--- src/osdpr_params.svh ---
// constants for the output stage and decimator power register pair
`ifndef OSDPR_PARAMS_SVH
`define OSDPR_PARAMS_SVH

// register offsets on the device register port
`define OSDPR_STAGE_ADDR     8'h43
`define OSDPR_DECIM_ADDR     8'h44

// reset values
`define OSDPR_STAGE_RST      8'h0F
`define OSDPR_DECIM_RST      8'h00

// output stage field positions
`define OSDPR_RMODE_BIT      5
`define OSDPR_LMODE_BIT      4
`define OSDPR_RPWR_HI        3
`define OSDPR_RPWR_LO        2
`define OSDPR_LPWR_HI        1
`define OSDPR_LPWR_LO        0

// decimator power field positions
`define OSDPR_DEC_HI         7
`define OSDPR_DEC_LO         4
`define OSDPR_FLT_HI         3
`define OSDPR_FLT_LO         0

// timing: headphone settle time before unmute, and the core clock rate
`define OSDPR_HP_SETTLE_MS   6
`define OSDPR_CLK_HZ         20000000
`define OSDPR_HP_SETTLE_CYC  ((`OSDPR_HP_SETTLE_MS * `OSDPR_CLK_HZ) / 1000)

`endif

--- src/osdpr_pkg.sv ---
// types shared by the output stage and decimator power register pair
package osdpr_pkg;

  // one access on the device register port
  typedef struct packed {
    logic       wr;     // write strobe, one cycle
    logic       rd;     // read strobe, one cycle
    logic [7:0] addr;   // register offset
    logic [7:0] wdata;  // write data
  } osdpr_req_t;

  // per channel power field encoding
  typedef enum logic [1:0] {
    OSDPR_PWR_BOTH = 2'b00,
    OSDPR_PWR_NEG  = 2'b01,
    OSDPR_PWR_POS  = 2'b10,
    OSDPR_PWR_DOWN = 2'b11
  } osdpr_pwr_t;

  // enables of one channel's pair of output drivers
  typedef struct packed {
    logic pos;  // positive driver enabled
    logic neg;  // negative driver enabled
  } osdpr_drv_t;

endpackage

--- src/osdpr_drv_decode.sv ---
// one output channel: driver enable decode and headphone settle timer
`timescale 1ns/1ps
`include "osdpr_params.svh"

module osdpr_drv_decode #(
  parameter int SETTLE_CYC = `OSDPR_HP_SETTLE_CYC
) (
  // clock and reset
  input  wire logic                   clk,
  input  wire logic                   rst,
  // control from the output stage register
  input  wire logic                   mode_sel,
  input  wire osdpr_pkg::osdpr_pwr_t  power_field,
  // registered results
  output      osdpr_pkg::osdpr_drv_t  drv,
  output      logic                   hp_mode,
  output      logic                   settled
);
  import osdpr_pkg::*;

  localparam int CW = $clog2(SETTLE_CYC + 1);

  logic [CW-1:0] cnt_r;     // cycles spent powered in headphone mode
  logic          active;    // headphone mode with a driver on

  // decode ignores the mode bit on purpose: power acts in line and headphone mode alike
  always_ff @(posedge clk) begin
    if (rst) begin
      drv <= '0;
    end else begin
      drv.neg <= (power_field == OSDPR_PWR_BOTH) || (power_field == OSDPR_PWR_NEG);
      drv.pos <= (power_field == OSDPR_PWR_BOTH) || (power_field == OSDPR_PWR_POS);
    end
  end

  // mode select mirrored to the analogue side
  always_ff @(posedge clk) begin
    if (rst) begin
      hp_mode <= 1'b0;
    end else begin
      hp_mode <= mode_sel;
    end
  end

  assign active = hp_mode && (drv.pos || drv.neg);

  // settle timer: a hint for firmware, the device does not hold the mute itself
  always_ff @(posedge clk) begin
    if (rst || !active) begin
      cnt_r   <= '0;
      settled <= 1'b0;
    end else if (cnt_r == CW'(SETTLE_CYC - 1)) begin
      settled <= 1'b1;
    end else begin
      cnt_r <= cnt_r + CW'(1);
    end
  end

endmodule

--- src/osdpr_regs.sv ---
// output stage control and decimator power registers with their decode
`timescale 1ns/1ps
`include "osdpr_params.svh"

// Operation
// RL1: bit 5 picks right line or headphone
// RL2: bit 4 picks left line or headphone
// RL3: right power field bits 3:2 decode
// RL4: left power field bits 1:0 decode
// RL5: power acts regardless of mode bit
// RL6: host waits 6 ms before unmuting headphone
// RL7: output stage register resets to 0x0F
// RL8: bits 7:4 power decimators 3 to 0
// RL9: bits 3:0 power ADC filters 3 to 0
// RL10: cleared bit stops that filter clock
// RL11: host sets filter and converter enable
// RL12: digital microphone needs filter bit only
// RL13: host powers filters of all used channels
module osdpr_regs #(
  parameter int SETTLE_CYC = `OSDPR_HP_SETTLE_CYC,
  parameter int NCH        = 4
) (
  // clock and reset
  clk,
  rst,
  // device register port
  reg_req,
  rd_data,
  rd_valid,
  // output mode selects
  right_headphone_mode_select,
  left_headphone_mode_select,
  // output driver enables
  right_positive_driver,
  right_negative_driver,
  left_positive_driver,
  left_negative_driver,
  // headphone settle status
  right_hp_settled,
  left_hp_settled,
  // filter and decimator clock enables
  filter_clk_en,
  decimator_clk_en
);
  import osdpr_pkg::*;

  input  wire logic                 clk;
  input  wire logic                 rst;
  input  wire osdpr_pkg::osdpr_req_t reg_req;
  output      logic [7:0]           rd_data;
  output      logic                 rd_valid;
  output      logic                 right_headphone_mode_select;
  output      logic                 left_headphone_mode_select;
  output      logic                 right_positive_driver;
  output      logic                 right_negative_driver;
  output      logic                 left_positive_driver;
  output      logic                 left_negative_driver;
  output      logic                 right_hp_settled;
  output      logic                 left_hp_settled;
  output      logic [NCH-1:0]       filter_clk_en;
  output      logic [NCH-1:0]       decimator_clk_en;

  logic [7:0]       stage_r;     // output stage control, reserved bits kept as written
  logic [7:0]       decim_r;     // decimator and filter power
  logic             stage_hit;   // access targets the output stage register
  logic             decim_hit;   // access targets the decimator power register
  logic [1:0]       ch_mode;     // index 0 left, 1 right
  osdpr_pwr_t       ch_pwr [2];  // per channel power field
  osdpr_drv_t       ch_drv [2];  // per channel driver enables
  logic [1:0]       ch_hp;       // per channel registered mode
  logic [1:0]       ch_set;      // per channel settle status

  // address decode
  always_comb begin
    stage_hit = 1'b0;
    decim_hit = 1'b0;
    if (reg_req.addr == `OSDPR_STAGE_ADDR) begin
      stage_hit = 1'b1;
    end else if (reg_req.addr == `OSDPR_DECIM_ADDR) begin
      decim_hit = 1'b1;
    end
  end

  // RL7 stage register write
  always_ff @(posedge clk) begin
    if (rst) begin
      stage_r <= `OSDPR_STAGE_RST;
    end else if (reg_req.wr && stage_hit) begin
      stage_r <= reg_req.wdata;
    end
  end

  // RL8 RL9 decimator power write
  always_ff @(posedge clk) begin
    if (rst) begin
      decim_r <= `OSDPR_DECIM_RST;
    end else if (reg_req.wr && decim_hit) begin
      decim_r <= reg_req.wdata;
    end
  end

  // read path: unmapped offsets answer zero so nothing floats on the port
  always_ff @(posedge clk) begin
    if (rst) begin
      rd_data  <= 8'h00;
      rd_valid <= 1'b0;
    end else begin
      rd_valid <= reg_req.rd;
      if (!reg_req.rd) begin
        rd_data <= 8'h00;
      end else if (stage_hit) begin
        rd_data <= stage_r;
      end else if (decim_hit) begin
        rd_data <= decim_r;
      end else begin
        rd_data <= 8'h00;
      end
    end
  end

  // RL1 RL2 mode bits per channel
  assign ch_mode[0] = stage_r[`OSDPR_LMODE_BIT];
  assign ch_mode[1] = stage_r[`OSDPR_RMODE_BIT];
  // RL3 RL4 power fields per channel
  assign ch_pwr[0]  = osdpr_pwr_t'(stage_r[`OSDPR_LPWR_HI:`OSDPR_LPWR_LO]);
  assign ch_pwr[1]  = osdpr_pwr_t'(stage_r[`OSDPR_RPWR_HI:`OSDPR_RPWR_LO]);

  // RL5 independent channel decode
  for (genvar c = 0; c < 2; c++) begin : g_ch
    osdpr_drv_decode #(
      .SETTLE_CYC (SETTLE_CYC)
    ) u_dec (
      .clk         (clk),
      .rst         (rst),
      .mode_sel    (ch_mode[c]),
      .power_field (ch_pwr[c]),
      .drv         (ch_drv[c]),
      .hp_mode     (ch_hp[c]),
      .settled     (ch_set[c])
    );
  end

  // channel results are flops inside the decoders, wired straight out
  assign left_headphone_mode_select  = ch_hp[0];
  assign right_headphone_mode_select = ch_hp[1];
  assign left_positive_driver        = ch_drv[0].pos;
  assign left_negative_driver        = ch_drv[0].neg;
  assign right_positive_driver       = ch_drv[1].pos;
  assign right_negative_driver       = ch_drv[1].neg;
  // RL6 settle hint for the host
  assign left_hp_settled             = ch_set[0];
  assign right_hp_settled            = ch_set[1];

  // RL10 clock enables, registered so a glitch-free gate cell can use them
  always_ff @(posedge clk) begin
    if (rst) begin
      filter_clk_en    <= '0;
      decimator_clk_en <= '0;
    end else begin
      filter_clk_en    <= decim_r[`OSDPR_FLT_HI:`OSDPR_FLT_LO];
      decimator_clk_en <= decim_r[`OSDPR_DEC_HI:`OSDPR_DEC_LO];
    end
  end
endmodule

--- config.mk ---
export PLATFORM = sky130hd
export DESIGN_NAME = osdpr_regs
export DESIGN_NICKNAME = d
export VERILOG_FILES = /design/src/osdpr_pkg.sv /design/src/osdpr_drv_decode.sv /design/src/osdpr_regs.sv
export VERILOG_INCLUDE_DIRS = /design/src
export SDC_FILE = /design/constraint.sdc
export NUM_CORES = 1
export LEC_CHECK = 0
export ABC_AREA = 0
export BUFFER_PORTS_ARGS = -buffer_cell sky130_fd_sc_hd__buf_2
export CORE_ASPECT_RATIO = 2
export CORE_MARGIN = 2
export CORE_UTILIZATION = 40
export DETAILED_ROUTE_END_ITERATION = 10
export GPL_ROUTABILITY_DRIVEN = 0
export SYNTH_ARGS = -nofsm -noshare
export SYNTH_HDL_FRONTEND = slang
export SYNTH_HIERARCHICAL = 1
export SYNTH_SLANG_ARGS = --single-unit
--- constraint.sdc ---
create_clock -name clk -period 2.3 [get_ports clk]
set_clock_uncertainty 0.2 [all_clocks]
set_input_delay 0.115 -clock clk [delete_from_list [all_inputs] [get_ports clk]]
set_output_delay 0.115 -clock clk [all_outputs]
set_load 0.01 [all_outputs]
After elaboration in Yosys (flattened, before gate mapping)
Cells that the tools add are included.
W data, S select, Z words.
- bits in registers: 75
- bits of input ports: 20
- output and inout bits: 25
- word-level logic and storage cells: 49
- add/subtract/negate cells: 2
- equal/unequal tests: 8
- mux-type cells: 5
- bitwise operators: 1
- reductions and logical operators: 17
- operators by type and width (cell ; count):
    $add A17 B1 Y17 const B ; 2
    $eq A17 B17 Y1 const B ; 2
    $eq A8 B7 Y1 const B ; 2
    $mux W8 ; 2
    $logic_or A1 B1 Y1 ; 8
    $eq A2 B1 Y1 const B ; 2
    $eq A2 B2 Y1 const B ; 2
    $logic_and A1 B1 Y1 ; 4
    $logic_not A2 Y1 ; 2
    $mux W1 ; 3
    $logic_not A1 Y1 ; 2
    $reduce_or A2 Y1 ; 1
    $not A1 Y1 ; 1

Logic depth before layout (Yosys ltp)
- word-level depth: 5
- gate-level depth with buffers: 6
- gate-level depth less buffers: 5

Cells and area by module
The synthesis kept the hierarchy.
- modules (own cells, without submodules) (module ; instances ; cells each ; area an instance (um2) ; seq. area each (um2)):
    osdpr_drv_decode ; 2 ; 101 ; 940.9 ; 420.4
    osdpr_regs ; 1 ; 112 ; 1213.7 ; 660.6

Worst setup path after synthesis
OpenSTA, ideal clock, no wires.
- path kind: register to register
- start point: reg g_ch[0].u_dec.cnt_r[0]
- end point: reg g_ch[0].u_dec.cnt_r[16]
- library setup time: 0.070 ns
- data arrival time: 1.522 ns
- required time: 2.030 ns
- slack: 0.508 ns
- cell stages (with the launch flop): 7
- clock period less this slack: 1.792 ns
- cell sequence: dfxtp_1 ha_1 and3_1 buf_6 nand3_4 or4_1 a21oi_1
- longest elaborated chain between the ends: 1
- elaborated cells between the ends (all ways): 2
- classes of those cells: 1 x add/sub; 1 x eq/ne
- RTL lines (element ; line ; text):
    start, declared ; osdpr_drv_decode.sv:23 ; logic [CW-1:0] cnt_r;
    start signal, assigned ; osdpr_drv_decode.sv:55 ; cnt_r <= cnt_r + CW'(1);
    $add A17 B1 Y17 / $eq A17 B17 Y1 (equally long branches) ; osdpr_drv_decode.sv:55, osdpr_drv_decode.sv:52 ;
Several ways; a longest one is shown, not always the timed one.
A chain may end at the register's enable or synchronous reset.

Final worst setup path
- start point: reg g_ch[1].u_dec.cnt_r[0]
- end point: reg g_ch[1].u_dec.cnt_r[16]
- longest elaborated chain between the ends: 1
- elaborated cells between the ends (all ways): 2
- classes of those cells: 1 x add/sub; 1 x eq/ne
- RTL lines (element ; line):
    start, declared ; osdpr_drv_decode.sv:23
    start signal, assigned ; osdpr_drv_decode.sv:55
    $add A17 B1 Y17 / $eq A17 B17 Y1 (equally long branches) ; osdpr_drv_decode.sv:55, osdpr_drv_decode.sv:52
Several ways; a longest one is shown, not always the timed one.

==> out/qor.yml <==
status: "completed"
end_kind: "register"
final_cell_area_um2: 3860
holdPathEnd: "rd_data[1]"
wl_met1_um: 2630
fin_nets: 397
grt_usage_pct: 17.4
yosys_most_used_dff: "dfxtp_1"
fillers: 733
cts_sinks: 75
start_kind: "register"
worstHoldStart: "reg_req[11]"
tns_ns: 0
power_leakage_nw: 1.52
rr_worst_depth: 5
netlist_instances: 314
syn_nets: 336
fin_cells: 474
die_area_um2: 8500
dp_slack_ns: 0.339
routed.top_layer: "met4"
num_antenna_cells: 0
hpwl_um: 4950
row_count: 45
cts_buffers: 9
final-setup-viol-count: 0
finalMaxSlewViolations: 0
whs_path_depth: 4
max_freq_mhz: 510
drtPass1Iterations: 4
crit_required_ns: 2.35
criticalPathCategory: "register to register"
wl_met3_um: 135
arrival_ns: 2.01
ff2ff_setup_slack_ns: 0.34
mostFrequentLayoutCells: "75 x dfxtp_1, 44 x buf_2, 30 x nor2_1"
final_common_cell: "dfxtp_1"
syn_avg_cell_area_um2: 9.86
grt_pass1_wl_um: 11200
clkPwrFrac_pct: 54.0
fin_crit_ns: 1.96
combPwrFrac_pct: 2.4
grt_max_degree: 22
clkSlewWorstSetupHoldPaths_ns: 0.06
drcViolationCount: 0
fp.dieW_um: 66.2
grt_pass1_vias: 2413
power.internal_w: 0.00243
synthArstFlopShare_pct: 0
slowest_stage: "or4_1"
wl_um: 6620
setup_ws_ns: 0.338
cts_tree: "yes"
yosysUniqueCellTypes: 41
clkLatencyLatePin_ns: 0.32
drtIter0Drc: 125
dr_total_vias: 2465
die_y_um: 128
portBuffers: 44
rsz0062_at_grt: "false"
initial_core_util_pct: 41.0
utilization_pct: 51.2
ant_nets: 0
period_share_pct: 85.3
grt.overflow.total: 0
cts_buffer_depth: 2
wl_per_cell_um: 14.0
dpl.cell_count: 447
ys_ff_latch: 75
syn-cell-area_um2: 3100
maxCapViolCount: 0
hold_viol: 0
final_layout_size_suffix_gt1_share_pct: 22.4
cp_max_fo: 7
vias_per_cell: 5.20
maxSlewHeadroom_pct: 53.5
timing.rr.start: "g_ch[1].u_dec/cnt_r[0]"
antenna_found_initial: 0
r2r-end: "g_ch[1].u_dec/cnt_r[16]"
cts_max_level: 3
synth-edff-count: 0
placed_area_um2: 3400
tightest_slew_ns: 0.695
yosysWarnings: 6
p_sw_w: 0.000555
wl_met2_um: 3710
core-area_um2: 7540
ir_worst_vdd_uv: 463
power_frac_seq_pct: 43.6
area_growth_pct: 24.7
hold_class: "primary input to register"
switching_share_pct: 18.6
power_density_nw_per_um2: 773
seq_area_frac_synth_pct: 48.5
crit_chain: "ha_1 -> and3_1 -> nand3_4 -> or4_1 -> a21oi_1"
slowest_delay_ns: 0.52
cts-root-buf: "clkbuf_16"
io-pin-count: 45
==> per-stage QoR <==
stage                     hold WS (ns)  total power (W)
after floorplan                -0.0134          0.00136
after global placement           0.194          0.00139
after detailed placement         0.189          0.00139
after CTS                        0.137          0.00303
after global routing             0.182          0.00309
final                            0.130          0.00299
==> critical path, delay by kind of cell, from the launching register on <==
family	cells	cell delay [ns]
adder cells (fa/ha/maj)	1	0.19
AO/OA/AOI/OAI	1	0.14
AND/OR/NAND/NOR	3	0.98
flip-flops	1	0.37
==> cells in the mapped netlist, types with 3 or more instances <==
cell type / n / area (um2)
nand3_1: 11 / 55.1
or3_1: 4 / 25.0
inv_1: 8 / 30.0
buf_2: 4 / 20.0
nor3_1: 7 / 35.0
a211oi_1: 4 / 30.0
nor4b_1: 3 / 26.3
o21ai_0: 12 / 60.1
xor2_1: 8 / 70.1
o21a_1: 4 / 30.0
o211ai_1: 6 / 45.0
nor2b_1: 12 / 75.1
a21oi_1: 10 / 50.1
a22oi_1: 8 / 60.1
a31oi_1: 6 / 37.5
buf_6: 4 / 45.0
mux2i_1: 12 / 120
nand2b_1: 12 / 75.1
nor2_1: 30 / 113
or4_1: 6 / 45.0
mux2_4: 4 / 60.1
nand2_1: 16 / 60.1
and3_1: 8 / 50.1
dfxtp_1: 75 / 1500
nand3_4: 4 / 70.1
nand4_1: 8 / 50.1
==> area by class of cell <==
cell class,count,area [um2],area share [%]
flip-flops and latches,75,1500,38.9
multi-input cells,221,1490,38.6
repair buffers,60,368,9.53
clock buffers,10,239,6.19
well taps,94,118,3.05
clock inverters,6,113,2.92
inverters,8,30.0,0.778
==> metal layers <==
layer  vias up  global-route usage (%)
li1       1254                       -
met1      1163                    18.0
met2        38                    31.2
met3        10                    3.67
met4         0                    10.1
met5         -                       0
==> logic make-up after synthesis <==
logic type | Yosys count | synth area share, %
compound gates | 56 | 11.7
xor+xnor | 10 | 2.83
flops | 75 | 48.5
fa+ha+maj | 2 | 0.808
buf+inv | 18 | 3.31
simple gates | 137 | 27.0
mux | 16 | 5.82
==> worst max-delay path by stage <==
stage | cells after the start | startpoint | end
after global routing | 5 | g_ch[0].u_dec/cnt_r[0] | g_ch[0].u_dec/cnt_r[16]
after global placement | 5 | g_ch[1].u_dec/cnt_r[0] | g_ch[1].u_dec/cnt_r[16]
after detailed placement | 5 | g_ch[1].u_dec/cnt_r[0] | g_ch[1].u_dec/cnt_r[16]
after CTS | 5 | g_ch[1].u_dec/cnt_r[0] | g_ch[1].u_dec/cnt_r[16]
after floorplan | 6 | g_ch[0].u_dec/cnt_r[0] | g_ch[0].u_dec/cnt_r[16]
final | 5 | g_ch[1].u_dec/cnt_r[0] | g_ch[1].u_dec/cnt_r[16]
==> power by group through the flow <==
stage,Clock (W),Sequential [W],Combinational [W]
2_1_floorplan,0,0.00133,0.0000268
4_1_cts,0.00166,0.00130,0.0000723
3_3_place_gp,0,0.00133,0.0000573
5_1_grt,0.00171,0.00130,0.0000794
6_report,0.00161,0.00130,0.0000717
3_5_place_dp,0,0.00133,0.0000578
==> timing repair <==
| item | CTS | global route |
|---|---|---|
| setup buffers | 0 | 0 |
| hold buffers | 11 | 0 |
| endpoints found under the hold margin | 18 | 0 |
| resized for setup | 0 | 0 |
==> flip-flops by register name (all words and copies together), names as in the netlist <==
signal and flops:
g_ch.u_dec/hp_mode 2, filter_clk_en 4, decim_r 8, g_ch.u_dec/cnt_r 34, decimator_clk_en 4, rd_valid 1
rd_data 8, g_ch.u_dec/drv 4, g_ch.u_dec/settled 2, stage_r 8
Note: power is estimated with default switching activity, not from simulation.
